--- src/rtl/ccp_defines.vh ---
`ifndef CCP_DEFINES_VH
`define CCP_DEFINES_VH
// Register offsets (7-bit command address)
`define CCP_ADDR_CTRL      7'h00
`define CCP_ADDR_PACK_CONFIG_BYTE     7'h7C
`define CCP_ADDR_ID3       7'h7D
`define CCP_ADDR_DISCHARGE_RATE_COMP_CONSTANTS     7'h7E
`define CCP_ADDR_TEMPERATURE_COMP_CONSTANTS     7'h7F
// Pack configuration fields
`define CCP_PK_QV_HI       6
`define CCP_PK_QV_LO       5
`define CCP_PK_DCFIX       1
`define CCP_PK_TCFIX       0
// Fixed compensation bytes and ship command byte
`define CCP_DISCHARGE_RATE_COMP_CONSTANTS_FIXED    8'h42
`define CCP_TEMPERATURE_COMP_CONSTANTS_FIXED    8'h7C
`define CCP_SHIP_CMD       8'hA9
// Termination voltages, mV; Kelvin value of zero Celsius
`define CCP_TV_00          13'h0F80
`define CCP_TV_01          13'h0FB0
`define CCP_TV_10          13'h0FE0
`define CCP_TV_11          13'h1010
`define CCP_KELVIN_ZERO    10'h111
// Reset values
`define CCP_RST_BYTE       8'h00
// Timing
`define CCP_CLK_HZ         50000000
`define CCP_LOW_SEC        16
`define CCP_WAKE_SEC       14400
`define CCP_CHECK_SEC      900
`define CCP_NOACT_SEC      1800
`define CCP_CHECK_EVERY    2'h3
`define CCP_MIN_PULSES     2
// Power modes
`define CCP_MODE_ACTIVE    3'h0
`define CCP_MODE_SLEEP     3'h1
`define CCP_MODE_WAKE      3'h2
`define CCP_MODE_SHIP      3'h3
`define CCP_MODE_HIBER     3'h4
`endif

--- src/rtl/ccp_sec_tick.v ---
`timescale 1ns/1ns
`include "ccp_defines.vh"
module ccp_sec_tick #(
  parameter CYC_PER_SEC = `CCP_CLK_HZ
) (
  // Clock and reset
  input  wire ref_clk_in,
  input  wire arst_n_in,
  // Tick
  output reg  sec_tick_out
);
  reg [31:0] cnt_q;
  always @(posedge ref_clk_in or negedge arst_n_in) begin
    if (!arst_n_in) begin
      cnt_q        <= 32'h0;
      sec_tick_out <= 1'b0;
    end else if (cnt_q == CYC_PER_SEC - 1) begin
      cnt_q        <= 32'h0;
      sec_tick_out <= 1'b1;
    end else begin
      cnt_q        <= cnt_q + 32'h1;
      sec_tick_out <= 1'b0;
    end
  end
endmodule // ccp_sec_tick

--- src/rtl/ccp_comp_math.v ---
`timescale 1ns/1ns
`include "ccp_defines.vh"
module ccp_comp_math (
  // Configuration
  input  wire [7:0]  discharge_rate_comp_constants_in,
  input  wire [7:0]  temperature_comp_constants_in,
  // Gauge values
  input  wire [15:0] nominal_available_charge_in,
  input  wire [15:0] learned_full_capacity_in,
  input  wire [15:0] initial_full_capacity_in,
  input  wire [15:0] average_current_in,
  input  wire [9:0]  temp_kelvin_in,
  input  wire [15:0] discharge_comp_adjust_in,
  input  wire [15:0] temp_comp_adjust_in,
  // Results
  output wire [15:0] discharge_comp_value_out,
  output wire [15:0] temp_comp_value_out,
  output wire [15:0] rate_compensated_charge_out,
  output wire [15:0] temp_compensated_charge_out,
  output wire        cold_out
);
  wire [5:0]  discharge_comp_gain      = discharge_rate_comp_constants_in[7:2];
  wire [1:0]  discharge_comp_threshold = discharge_rate_comp_constants_in[1:0];
  wire [3:0]  temp_comp_gain           = temperature_comp_constants_in[7:4];
  wire [3:0]  temp_comp_offset         = temperature_comp_constants_in[3:0];
  reg  [15:0] thr;
  wire [9:0]  tlim = `CCP_KELVIN_ZERO + {6'h0, temp_comp_offset};
  always @* begin
    if (discharge_comp_threshold == 2'h0) thr = 16'h0;
    else if (discharge_comp_threshold == 2'h1)
      thr = {1'b0, learned_full_capacity_in[15:1]};
    else if (discharge_comp_threshold == 2'h2)
      thr = {2'h0, learned_full_capacity_in[15:2]};
    else thr = {3'h0, learned_full_capacity_in[15:3]};
  end
  // Gain step is 1/256 of excess current (0.39%)
  wire [15:0] excess = (average_current_in > thr) ?
                       average_current_in - thr : 16'h0;
  wire [21:0] dprod  = {6'h0, excess} * {16'h0, discharge_comp_gain};
  assign discharge_comp_value_out = {2'h0, dprod[21:8]};
  assign rate_compensated_charge_out =
    (discharge_comp_value_out > discharge_comp_adjust_in) ?
    nominal_available_charge_in -
    (discharge_comp_value_out - discharge_comp_adjust_in) :
    nominal_available_charge_in;
  assign cold_out = temp_kelvin_in < tlim;
  // Gain slope scale is 25 percent of capacity per step per degree (1/4 of capacity per step)
  wire [9:0]  tdel  = cold_out ? tlim - temp_kelvin_in : 10'h0;
  wire [29:0] tprod = {14'h0, initial_full_capacity_in} *
                      {20'h0, tdel} * {26'h0, temp_comp_gain};
  wire [27:0] tq    = tprod[29:2];
  assign temp_comp_value_out = (|tq[27:16]) ? 16'hFFFF : tq[15:0];
  assign temp_compensated_charge_out = rate_compensated_charge_out -
    (temp_comp_value_out - temp_comp_adjust_in);
endmodule // ccp_comp_math

--- src/rtl/ccp_capacity_comp.v ---
`timescale 1ns/1ns
`include "ccp_defines.vh"
module ccp_capacity_comp #(
  parameter LOW_CYC   = `CCP_LOW_SEC,
  parameter WAKE_SEC  = `CCP_WAKE_SEC,
  parameter CHECK_SEC = `CCP_CHECK_SEC,
  parameter NOACT_SEC = `CCP_NOACT_SEC,
  parameter CYC_PER_SEC = `CCP_CLK_HZ
) (
  // Clock and reset
  input  wire        ref_clk_in,
  input  wire        arst_n_in,
  // Register write/read port from the line engine
  input  wire        reg_wr_in,
  input  wire [6:0]  reg_addr_in,
  input  wire [7:0]  reg_wdata_in,
  output reg  [7:0]  reg_rdata_out,
  input  wire        ship_bit_in,
  // Gauge values
  input  wire [15:0] nominal_available_charge_in,
  input  wire [15:0] learned_full_capacity_in,
  input  wire [15:0] initial_full_capacity_in,
  input  wire [15:0] average_current_in,
  input  wire [9:0]  temp_kelvin_in,
  input  wire        first_end_voltage_event_in,
  input  wire        full_charge_event_in,
  // Activity and power
  input  wire        host_one_wire_line_in,
  input  wire [3:0]  magnitude_filter_in,
  input  wire        activity_in,
  input  wire        current_converter_pulse_in,
  input  wire        supply_above_por_in,
  input  wire        backup_supply_pin_in,
  // Results
  output reg  [12:0] term_voltage_mv_out,
  output reg  [15:0] rate_compensated_charge_out,
  output reg  [15:0] temp_compensated_charge_out,
  output reg  [9:0]  sleep_temp_kelvin_out,
  output reg         learn_disqualify_out,
  output reg  [2:0]  power_mode_out,
  output wire        gauge_enable_out,
  output wire        self_discharge_en_out,
  output wire        retain_state_out
);
  reg  [7:0]  pack_config_byte_q;
  reg  [7:0]  id3_q;
  reg  [7:0]  discharge_rate_comp_constants_q;
  reg  [7:0]  temperature_comp_constants_q;
  reg  [15:0] discharge_comp_adjust_q;
  reg  [15:0] temp_comp_adjust_q;
  reg         ship_armed_q;
  reg  [2:0]  mode_q;
  reg  [13:0] sec_cnt_q;
  reg  [10:0] act_cnt_q;
  reg  [1:0]  wake_idx_q;
  reg  [1:0]  pulse_cnt_q;
  reg  [10:0] win_cnt_q;
  reg         wake_check_q;
  reg         check_busy_q;
  reg  [4:0]  low_cnt_q;
  wire        sec_tick;
  wire [15:0] dcv;
  wire [15:0] tcv;
  wire [15:0] rate_compensated_charge;
  wire [15:0] temp_compensated_charge;
  wire        cold;

  // Fixed bytes replace the programmed ones
  wire [7:0] discharge_rate_comp_constants_use = pack_config_byte_q[`CCP_PK_DCFIX] ? `CCP_DISCHARGE_RATE_COMP_CONSTANTS_FIXED
                                                : discharge_rate_comp_constants_q;
  wire [7:0] temperature_comp_constants_use = pack_config_byte_q[`CCP_PK_TCFIX] ? `CCP_TEMPERATURE_COMP_CONSTANTS_FIXED
                                                : temperature_comp_constants_q;

  ccp_sec_tick #(
    .CYC_PER_SEC (CYC_PER_SEC)
  ) u_tick (
    .ref_clk_in   (ref_clk_in),
    .arst_n_in    (arst_n_in),
    .sec_tick_out (sec_tick)
  );

  ccp_comp_math u_math (
    .discharge_rate_comp_constants_in                    (discharge_rate_comp_constants_use),
    .temperature_comp_constants_in                    (temperature_comp_constants_use),
    .nominal_available_charge_in (nominal_available_charge_in),
    .learned_full_capacity_in    (learned_full_capacity_in),
    .initial_full_capacity_in    (initial_full_capacity_in),
    .average_current_in          (average_current_in),
    .temp_kelvin_in              (temp_kelvin_in),
    .discharge_comp_adjust_in    (discharge_comp_adjust_q),
    .temp_comp_adjust_in         (temp_comp_adjust_q),
    .discharge_comp_value_out    (dcv),
    .temp_comp_value_out         (tcv),
    .rate_compensated_charge_out (rate_compensated_charge),
    .temp_compensated_charge_out (temp_compensated_charge),
    .cold_out                    (cold)
  );

  function [12:0] term_mv;
    input [1:0] sel;
    begin
      case (sel)
        2'h0:    term_mv = `CCP_TV_00;
        2'h1:    term_mv = `CCP_TV_01;
        2'h2:    term_mv = `CCP_TV_10;
        default: term_mv = `CCP_TV_11;
      endcase
    end
  endfunction

  always @* begin
    if (reg_addr_in == `CCP_ADDR_PACK_CONFIG_BYTE) reg_rdata_out = pack_config_byte_q;
    else if (reg_addr_in == `CCP_ADDR_ID3) reg_rdata_out = id3_q;
    else if (reg_addr_in == `CCP_ADDR_DISCHARGE_RATE_COMP_CONSTANTS) reg_rdata_out = discharge_rate_comp_constants_q;
    else if (reg_addr_in == `CCP_ADDR_TEMPERATURE_COMP_CONSTANTS) reg_rdata_out = temperature_comp_constants_q;
    else reg_rdata_out = 8'h00;
  end

  always @(posedge ref_clk_in or negedge arst_n_in) begin
    if (!arst_n_in) begin
      pack_config_byte_q <= `CCP_RST_BYTE;
      id3_q   <= `CCP_RST_BYTE;
      discharge_rate_comp_constants_q <= `CCP_RST_BYTE;
      temperature_comp_constants_q <= `CCP_RST_BYTE;
    end else if (reg_wr_in) begin
      if (reg_addr_in == `CCP_ADDR_PACK_CONFIG_BYTE) pack_config_byte_q <= reg_wdata_in;
      else if (reg_addr_in == `CCP_ADDR_ID3) id3_q <= reg_wdata_in;
      else if (reg_addr_in == `CCP_ADDR_DISCHARGE_RATE_COMP_CONSTANTS) discharge_rate_comp_constants_q <= reg_wdata_in;
      else if (reg_addr_in == `CCP_ADDR_TEMPERATURE_COMP_CONSTANTS) temperature_comp_constants_q <= reg_wdata_in;
    end
  end

  // Outputs and adjustments; gauging frozen outside active modes
  wire gauging = (mode_q == `CCP_MODE_ACTIVE) ||
                 (mode_q == `CCP_MODE_WAKE);
  always @(posedge ref_clk_in or negedge arst_n_in) begin
    if (!arst_n_in) begin
      discharge_comp_adjust_q     <= 16'h0;
      temp_comp_adjust_q          <= 16'h0;
      term_voltage_mv_out         <= 13'h0;
      rate_compensated_charge_out <= 16'h0;
      temp_compensated_charge_out <= 16'h0;
      learn_disqualify_out        <= 1'b0;
    end else if (gauging) begin
      term_voltage_mv_out <= term_mv({pack_config_byte_q[`CCP_PK_QV_HI],
                                      pack_config_byte_q[`CCP_PK_QV_LO]});
      rate_compensated_charge_out <= rate_compensated_charge;
      temp_compensated_charge_out <= temp_compensated_charge;
      learn_disqualify_out        <= cold;
      if (first_end_voltage_event_in) begin
        discharge_comp_adjust_q <= dcv;
        temp_comp_adjust_q      <= tcv;
      end else if (full_charge_event_in) begin
        temp_comp_adjust_q      <= 16'h0;
      end
    end
  end

  // Activity: filter zero means count converter pulses per window
  wire quiet = (magnitude_filter_in == 4'h0) ?
               (pulse_cnt_q < `CCP_MIN_PULSES) : !activity_in;
  wire ship_cmd = reg_wr_in && (reg_addr_in == `CCP_ADDR_CTRL) &&
                  (reg_wdata_in == `CCP_SHIP_CMD) && ship_bit_in;
  wire line_low_done = (low_cnt_q >= LOW_CYC);

  // Zero filter: converter pulses per fixed window of CHECK_SEC seconds
  // Pulse on the window edge is dropped; one count of error accepted
  always @(posedge ref_clk_in or negedge arst_n_in) begin
    if (!arst_n_in) begin
      win_cnt_q   <= 11'h0;
      pulse_cnt_q <= 2'h0;
    end else if (sec_tick && win_cnt_q == CHECK_SEC - 1) begin
      win_cnt_q   <= 11'h0;
      pulse_cnt_q <= 2'h0;
    end else begin
      if (sec_tick) win_cnt_q <= win_cnt_q + 11'h1;
      if (current_converter_pulse_in && pulse_cnt_q != 2'h3)
        pulse_cnt_q <= pulse_cnt_q + 2'h1;
    end
  end

  always @(posedge ref_clk_in or negedge arst_n_in) begin
    if (!arst_n_in) begin
      mode_q           <= `CCP_MODE_ACTIVE;
      ship_armed_q     <= 1'b0;
      low_cnt_q        <= 5'h0;
      sec_cnt_q        <= 14'h0;
      act_cnt_q        <= 11'h0;
      wake_idx_q       <= 2'h0;
      wake_check_q     <= 1'b0;
      check_busy_q     <= 1'b0;
      sleep_temp_kelvin_out <= 10'h0;
    end else begin
      if (ship_cmd) ship_armed_q <= 1'b1;
      // Low-time counter; while ship is armed a high line does not clear it
      if (host_one_wire_line_in && !ship_armed_q) low_cnt_q <= 5'h0;
      else if (sec_tick && !line_low_done) low_cnt_q <= low_cnt_q + 5'h1;
      // Quiet seconds, saturating at the no-activity limit
      if (!quiet) act_cnt_q <= 11'h0;
      else if (sec_tick && act_cnt_q < NOACT_SEC)
        act_cnt_q <= act_cnt_q + 11'h1;
      if (!supply_above_por_in) begin
        if (backup_supply_pin_in) mode_q <= `CCP_MODE_HIBER;
        // No backup: the dip restarts the part, so ship is left
        else if (mode_q == `CCP_MODE_SHIP) mode_q <= `CCP_MODE_ACTIVE;
      end else begin
        case (mode_q)
          `CCP_MODE_ACTIVE: begin
            // Armed ship outranks sleep; sleep also needs the line low now
            if (line_low_done && ship_armed_q) begin
              mode_q       <= `CCP_MODE_SHIP;
              ship_armed_q <= 1'b0;
            end else if (line_low_done && quiet &&
                         !host_one_wire_line_in &&
                         act_cnt_q >= CHECK_SEC) begin
              mode_q     <= `CCP_MODE_SLEEP;
              sleep_temp_kelvin_out <= temp_kelvin_in;
              sec_cnt_q  <= 14'h0;
              wake_idx_q <= 2'h0;
            end
          end
          `CCP_MODE_SLEEP: begin
            if (host_one_wire_line_in) begin
              mode_q    <= `CCP_MODE_ACTIVE;
              low_cnt_q <= 5'h0;
            end else if (sec_tick) begin
              if (sec_cnt_q == WAKE_SEC - 1) begin
                mode_q       <= `CCP_MODE_WAKE;
                sec_cnt_q    <= 14'h0;
                wake_check_q <= (wake_idx_q == 2'h0);
                check_busy_q <= 1'b0;
                wake_idx_q   <= (wake_idx_q == `CCP_CHECK_EVERY - 2'h1) ?
                                2'h0 : wake_idx_q + 2'h1;
                act_cnt_q    <= 11'h0;
              end else begin
                sec_cnt_q <= sec_cnt_q + 14'h1;
              end
            end
          end
          `CCP_MODE_WAKE: begin
            // Any activity during the check keeps the part awake
            if (!quiet) check_busy_q <= 1'b1;
            if (host_one_wire_line_in) begin
              mode_q <= `CCP_MODE_ACTIVE;
            end else if (sec_tick) begin
              sec_cnt_q <= sec_cnt_q + 14'h1;
              if (!wake_check_q && sec_cnt_q == LOW_CYC - 1) begin
                mode_q    <= `CCP_MODE_SLEEP;
                sec_cnt_q <= 14'h0;
                // Fresh wake temperature sets the self-discharge rate
                sleep_temp_kelvin_out <= temp_kelvin_in;
              end else if (wake_check_q && sec_cnt_q == CHECK_SEC - 1) begin
                sec_cnt_q <= 14'h0;
                if (quiet && !check_busy_q) begin
                  mode_q                <= `CCP_MODE_SLEEP;
                  sleep_temp_kelvin_out <= temp_kelvin_in;
                end else begin
                  mode_q <= `CCP_MODE_ACTIVE;
                end
              end
            end
          end
          `CCP_MODE_SHIP: begin
            if (host_one_wire_line_in) mode_q <= `CCP_MODE_ACTIVE;
          end
          default: mode_q <= `CCP_MODE_ACTIVE;
        endcase
      end
    end
  end

  always @* power_mode_out = mode_q;
  assign gauge_enable_out      = gauging;
  assign self_discharge_en_out = (mode_q == `CCP_MODE_SLEEP);
  assign retain_state_out      = (mode_q == `CCP_MODE_HIBER);
endmodule // ccp_capacity_comp

--- config.mk ---
export PLATFORM = sky130hd
export DESIGN_NAME = ccp_capacity_comp
export DESIGN_NICKNAME = d
export VERILOG_FILES = /design/src/rtl/ccp_sec_tick.v /design/src/rtl/ccp_comp_math.v /design/src/rtl/ccp_capacity_comp.v
export VERILOG_INCLUDE_DIRS = /design/src /design/src/rtl
export SDC_FILE = /design/constraint.sdc
export NUM_CORES = 1
export LEC_CHECK = 0
export BUFFER_PORTS_ARGS = -buffer_cell sky130_fd_sc_hd__buf_4
export CAP_MARGIN = 20
export CORE_ASPECT_RATIO = 1.75
export CORE_UTILIZATION = 35
export CTS_BUF_LIST = sky130_fd_sc_hd__clkbuf_2
export CTS_CLUSTER_DIAMETER = 150
export CTS_CLUSTER_SIZE = 25
export DETAILED_ROUTE_END_ITERATION = 12
export HOLD_SLACK_MARGIN = 0.05
export PLACE_DENSITY = 0.61
export SYNTH_ARGS = -nofsm -noshare
export SYNTH_HDL_FRONTEND = slang
export SYNTH_SLANG_ARGS = --single-unit
--- constraint.sdc ---
create_clock -name ref_clk_in -period 16.5 [get_ports ref_clk_in]
set_input_delay 3.3 -clock ref_clk_in [delete_from_list [all_inputs] [get_ports ref_clk_in]]
set_output_delay 3.3 -clock ref_clk_in [all_outputs]
set_load 0.02 [all_outputs]
; After elaboration in Yosys (flattened, before gate mapping)
; Index checks and enable logic that the tools add are counted.
[op_classes]
n_lt_le_gt_ge = 7
n_addsub = 14
n_reduce_logical = 49
mul = 3
bitwise = 4
n_eq_ne = 36
mux = 84
[op_table]
columns = cell, count
row1 = $mux W14, 10
row2 = $mux W16, 7
row3 = $mux W11, 9
row4 = $mux W10, 8
row5 = $sub A16 B16 Y16, 4
row6 = $mux W8, 6
row7 = $pmux W14 S3, 1
row8 = $mux W3, 13
row9 = $pmux W13 S3, 1
row10 = $add A32 B1 Y32 const B, 1
row11 = $eq A32 B26 Y1 const B, 1
row12 = $mux W32, 1
row13 = $mul A26 B4 Y30, 1
row14 = $eq A7 B7 Y1 const B, 4
row15 = $mul A16 B10 Y26, 1
row16 = $mux W5, 5
row17 = $add A11 B1 Y11 const B, 2
row18 = $mul A16 B6 Y22, 1
row19 = $pmux W10 S2, 1
row20 = $gt A16 B16 Y1, 1
row21 = $mux W2, 8
row22 = $reduce_and A8 Y1, 2
row23 = $logic_and A1 B1 Y1, 15
row24 = $sub A14 B14 Y15, 1
row25 = 48 further kinds, 93
[word_totals]
elab_cells = 220
ff_bits = 202
out_inout_bits = 70
in_bits = 104

; Longest topological paths before layout
[logic_depth]
word_depth = 12
depth_mapped = 67
mapped_depth_nobuf = 63

; Cells and area by module
; Synthesis repeated with hierarchy kept, for this count alone.
[unflattened]
cells_unflattened = 2813
area_unflattened_um2 = 24691.2
[modules_own_cells]
columns = module, cells_each, seq_area_each_um2, instances, area_per_inst_um2
row1 = ccp_comp_math, 1977, 0.0, 1, 15569.9
row2 = ccp_capacity_comp, 674, 4078.9, 1, 7465.9
row3 = ccp_sec_tick, 162, 825.8, 1, 1655.3

; Least setup slack after synthesis
; OpenSTA, ideal clock, no wires.
[synth_path]
kind = input port to flip-flop
from = input temp_kelvin_in[0]
to = register temp_compensated_charge_out[15]
required_time_ns = 16.424
t_arrival_ns = 16.997
path_buffers = 4
slack_ns = -0.573
cell_stages = 60
setup_ns = 0.076
path_cell_list = ha_1 > fa_1 > nor2b_1 > o21ai_0 > nand2b_1 > a21o_1 > a21o_1 > nand2_1 > a211o_1 > clkbuf_1 > nor3b_1 > clkbuf_1 > nand2_1 > fa_1 > fa_1 > inv_1 > fa_1 > fa_1 > [24 not listed] > nor4_1 > o211ai_1 > nand3b_4 > buf_2 > nor2_1 > fa_1 > ha_1 > a211oi_1 > nor2_1 > o41ai_1 > o2111ai_1 > a21o_1 > a21oi_1 > o21ai_1 > a21o_1 > a21oi_1 > xnor3_1 > o21ai_1
[synth_via]
elab_chain_cells = 8
elab_cells_between_ends = 9
classes_between = add/sub: 3 / mul: 2 / order compare: 1 / mux: 2 / reduce/logical: 1
[synth_lines]
columns = element, line
row1 = "start, declared", ccp_capacity_comp.v:24  ; input wire [9:0] temp_kelvin_in,
row2 = $sub A10 B10 Y10 / $lt A10 B10 Y1 (equally long branches), "ccp_comp_math.v:48, ccp_comp_math.v:46"
row3 = $mux W10 (*), ccp_comp_math.v:48  ; wire [9:0] tdel = cold_out ? tlim - temp_kelvin_in : 10'h0;
row4 = $mul A16 B10 Y26 (*), ccp_comp_math.v:49  ; wire [29:0] tprod = {14'h0, initial_full_capacity_in} *
row5 = $mul A26 B4 Y30 (*), ccp_comp_math.v:50  ; {20'h0, tdel} * {26'h0, temp_comp_gain};
row6 = $reduce_or A12 Y1, ccp_comp_math.v:52  ; assign temp_comp_value_out = (|tq[27:16]) ? 16'hFFFF : tq[15:0];
row7 = $mux W16 (*), ccp_comp_math.v:52
row8 = $sub A16 B16 Y16 (*), ccp_comp_math.v:54  ; (temp_comp_value_out - temp_comp_adjust_in);
row9 = $sub A16 B16 Y16 (*), ccp_comp_math.v:53  ; assign temp_compensated_charge_out = rate_compensated_charge_out -
row10 = "end signal, assigned", ccp_capacity_comp.v:148  ; temp_compensated_charge_out <= temp_compensated_charge;
row11 = "end, declared", ccp_capacity_comp.v:37  ; output reg [15:0] temp_compensated_charge_out,
; Mark *: on every way between the ends. The rest lies on a longest branch, timed or not.
; A chain may end at the register's enable or synchronous reset.

; Final worst setup path
; Ends and elaborated chain as after synthesis.

==> reports/qor.json <==
{
  "report.final.hold_viol_count": 0,
  "io_pins": 174,
  "slew_headroom_pct": 32.0,
  "die-height_microns": 344,
  "viasPerCell": 5.03,
  "synth-edff-count": 0,
  "pnr_total_power_w": 0.00488,
  "die_area_sq_um": 68100,
  "post_drt_wl_per_cell_microns": 15.7,
  "critPathKind": "in -> reg",
  "setup-tns-final_ns": 0,
  "clkLatencyLatePin_ns": 1.01,
  "post-cts-setup-buffer-count": 0,
  "grt.overflow.total": 0,
  "finalMaxSlewViolations": 0,
  "async_reset_ff_share_pct": 100,
  "r2r-end": "temp_compensated_charge_out[15]",
  "combinationalPowerShare_pct": 80.6,
  "worstHoldStart": "win_cnt_q[10]",
  "top_layer_used_by_detailed_routing": "met4",
  "postRouteWirelength_microns": 60800,
  "synth_seq_cells": 194,
  "wl_met3_microns": 1620,
  "worst_vdd_rail_ir_drop_mv": 0.187,
  "initial_core_util_pct": 35.4,
  "worst_r2r_startpoint": "pack_config_byte_q[0]",
  "core_area_sq_um": 66300,
  "dr.pass1.iters": 4,
  "regToRegSetupSlack_ns": 2.19,
  "cts_tree": "done",
  "cap_violations": 0,
  "worstPathArrival_ns": 16.68,
  "critical_path.max_fanout": 8,
  "timing.hold.worst_endpoint": "win_cnt_q[10]",
  "ant_nets": 0,
  "period_needed_ns": 15.70,
  "startpoint_type": "input pin",
  "ys_warn_count": 0,
  "cts_root_cell": "sky130_fd_sc_hd__clkbuf_2",
  "port-buffer-count": 168,
  "cp_slowest_stage_delay_ns": 0.56,
  "p_leak_nw": 13.5,
  "sw_frac_of_total_pct": 48.1,
  "grt_start_max_net_pins": 67,
  "met2_length_microns": 35000,
  "yosys_cell_types": 81,
  "ys_top_cells_by_area": "sky130_fd_sc_hd__dfrtp_1 (21%), sky130_fd_sc_hd__fa_1 (20%), sky130_fd_sc_hd__ha_1 (11%), sky130_fd_sc_hd__nand2_1 (6.1%), sky130_fd_sc_hd__inv_1 (4.7%)",
  "layout_commonest_cell": "sky130_fd_sc_hd__nand2_1",
  "timing_worst_slew_pin_value_ns": 1.02,
  "synth.cell_area_sq_um": 23400,
  "hold-worst-slack_ns": 0.487,
  "path_common_cell": "sky130_fd_sc_hd__fa_1",
  "synth_top_area_cell": "sky130_fd_sc_hd__dfrtp_1",
  "rsz0062_at_grt": "no",
  "power.density_cell_area_nw_per_um2": 179,
  "cts.htree.levels": 4,
  "die_x_microns": 198,
  "drc": 0,
  "grt_antenna_before_repair": 1,
  "cts-root-to-sink-buffers": 2,
  "wl_met1_microns": 22300,
  "fmaxAchievable_mhz": 63.7,
  "fin_crit_sh_pct": 95.2,
  "route.vias.total": 19500,
  "worstPathRequired_ns": 17.48,
  "row_count": 125,
  "intPower_w": 0.00253,
  "power.sequential.fraction_pct": 13.9,
  "final_nets": 3494,
  "postLayoutSetupSlackWorst_ns": 0.799,
  "synthDominantCellAreaShare_pct": 20.7,
  "worst_path_max_delay_cell": "sky130_fd_sc_hd__fa_1",
  "grt_pass1_wl_microns": 97900,
  "mostFrequentLayoutCells": "sky130_fd_sc_hd__nand2_1 (378), sky130_fd_sc_hd__buf_4 (350), sky130_fd_sc_hd__inv_1 (296)",
  "syn_to_final_growth_pct": 16.2,
  "run_status": "completed",
  "place_hpwl_microns": 50200,
  "drt_first_iter_violations": 638,
  "layout.cells.non_filler": 3864,
  "dominantRegCellSynth": "sky130_fd_sc_hd__dfrtp_1",
  "clock-sinks": 194,
  "via_count_of_the_first_global_routing_pass": 20000,
  "netSwitchingPower_w": 0.00235,
  "critical_path_capture_point_type": "flop",
  "min_path_cells": 1,
  "finalClockSkew_ns": 0.0724,
  "holdCritPathClass": "reg -> reg",
  "grt_use_total_pct": 18.1,
  "syn_avg_cell_area_sq_um": 8.74,
  "drive_above_1_share_pct": 17.3,
  "routabilityCongestion": 0.867,
  "dp_slack_ns": -0.642,
  "place.detailed.instances": 3830,
  "power.share.clock_pct": 5.5,
  "setup_violations": 0,
  "post_synthesis_cells": 2682,
  "reg2regPathDepth": 63,
  "cts-buffers-inserted": 17,
  "clk_pin_slew_ns": 0.37,
  "synth_seq_area_share_pct": 20.7
}
cell usage after synthesis, types with 14 or more instances:
library cell	number
sky130_fd_sc_hd__a21o_1	51
sky130_fd_sc_hd__a21oi_1	105
sky130_fd_sc_hd__a31oi_1	17
sky130_fd_sc_hd__and2_1	92
sky130_fd_sc_hd__and3_1	26
sky130_fd_sc_hd__buf_1	21
sky130_fd_sc_hd__clkbuf_1	58
sky130_fd_sc_hd__dfrtp_1	194
sky130_fd_sc_hd__fa_1	233
sky130_fd_sc_hd__ha_1	197
sky130_fd_sc_hd__inv_1	296
sky130_fd_sc_hd__mux2_2	68
sky130_fd_sc_hd__mux2i_1	30
sky130_fd_sc_hd__nand2_1	379
sky130_fd_sc_hd__nand2b_1	30
sky130_fd_sc_hd__nand3_1	54
sky130_fd_sc_hd__nand4_1	38
sky130_fd_sc_hd__nor2_1	195
sky130_fd_sc_hd__nor2b_1	50
sky130_fd_sc_hd__nor3_1	53
sky130_fd_sc_hd__o21a_1	17
sky130_fd_sc_hd__o21ai_0	108
sky130_fd_sc_hd__o21ai_1	18
sky130_fd_sc_hd__o21bai_1	14
sky130_fd_sc_hd__or3_1	16
sky130_fd_sc_hd__xnor2_1	89
sky130_fd_sc_hd__xor2_1	58
layer usage:
metal  vias to the layer above  track usage, %
met5                         -               0
met4                         0            7.49
met3                        81            2.04
met2                       239            36.6
met1                      9679            18.4
li1                       9455               -
area by class of cell:
type | count | area [sq um]
Clock inverter | 15 | 184
Tap cell | 889 | 1110
Clock buffer | 17 | 85.1
Fill cell | 6761 | 39100
Antenna cell | 2 | 5.00
Timing Repair Buffer | 353 | 2670
Inverter | 296 | 1110
Multi-Input combinational cell | 2098 | 17200
Sequential cell | 194 | 4850
kinds of logic (layout without fill, tap and decap cells):
group	Yosys count	in the layout	synth area share [%]
adder cells (fa/ha/maj)	430	430	30.4
buffers and inverters	393	681	6.51
multiplexers	107	107	5.36
other	1	6	0.0160
AND/OR/NAND/NOR	994	994	20.3
XOR/XNOR	148	148	5.59
flip-flops	194	194	20.7
AO/OA/AOI/OAI	415	415	11.2
power by group through the flow:
stage	sequential, W	clock, W	combinational, W
after floorplan	0.000736	0	0.00259
after CTS	0.000678	0.000287	0.00396
after detailed placement	0.000688	0	0.00394
after global placement	0.000685	0	0.00389
final	0.000676	0.000270	0.00393
after global routing	0.000692	0.000297	0.00439
stage by stage:
stage,area [sq um],util (%)
2_1_floorplan,23500,-
3_3_place_gp,26900,40.5
3_5_place_dp,26900,40.5
4_1_cts,27200,40.9
5_1_grt,27200,41.1
6_report,27300,41.1
worst max-delay path by stage:
stage	startpoint	end	slack [ns]	cells after the start
global placement	temp_kelvin_in[0]	temp_compensated_charge_out[15]	-0.55	62
detailed placement	temp_kelvin_in[0]	temp_compensated_charge_out[15]	-0.64	62
floorplan	temp_kelvin_in[0]	temp_compensated_charge_out[15]	0.06	60
CTS	temp_kelvin_in[0]	temp_compensated_charge_out[12]	0.53	62
global route	temp_kelvin_in[0]	temp_compensated_charge_out[15]	0.03	64
finish	temp_kelvin_in[0]	temp_compensated_charge_out[15]	0.80	62
flip-flops by register name (all words and copies together) (netlist names):
name                             flops
act_cnt_q                           11
check_busy_q                         1
discharge_comp_adjust_q             14
discharge_rate_comp_constants_q      8
id3_q                                8
learn_disqualify_out                 1
low_cnt_q                            5
pack_config_byte_q                   8
power_mode_out                       3
pulse_cnt_q                          2
rate_compensated_charge_out         16
sec_cnt_q                           14
ship_armed_q                         1
sleep_temp_kelvin_out               10
temp_comp_adjust_q                  16
temp_compensated_charge_out         16
temperature_comp_constants_q         8
term_voltage_mv_out                  5
u_tick.cnt_q                        32
u_tick.sec_tick_out                  1
wake_check_q                         1
wake_idx_q                           2
win_cnt_q                           11
worst max-delay path: cells and delay by family:
kind                       cells  cell delay [ns]
buffers and inverters         10             1.11
AOI/OAI and AO/OA             22             3.68
xor gates and xnor gates       2             0.44
adders and majority gates     13             5.58
and+or+nand+nor               15             2.54
repair_timing:
item                       CTS  global route
hold buffers                 0             0
gates resized for setup      0            23
setup endpoints to repair    0             6
Note: power is estimated with default switching activity, not from simulation.
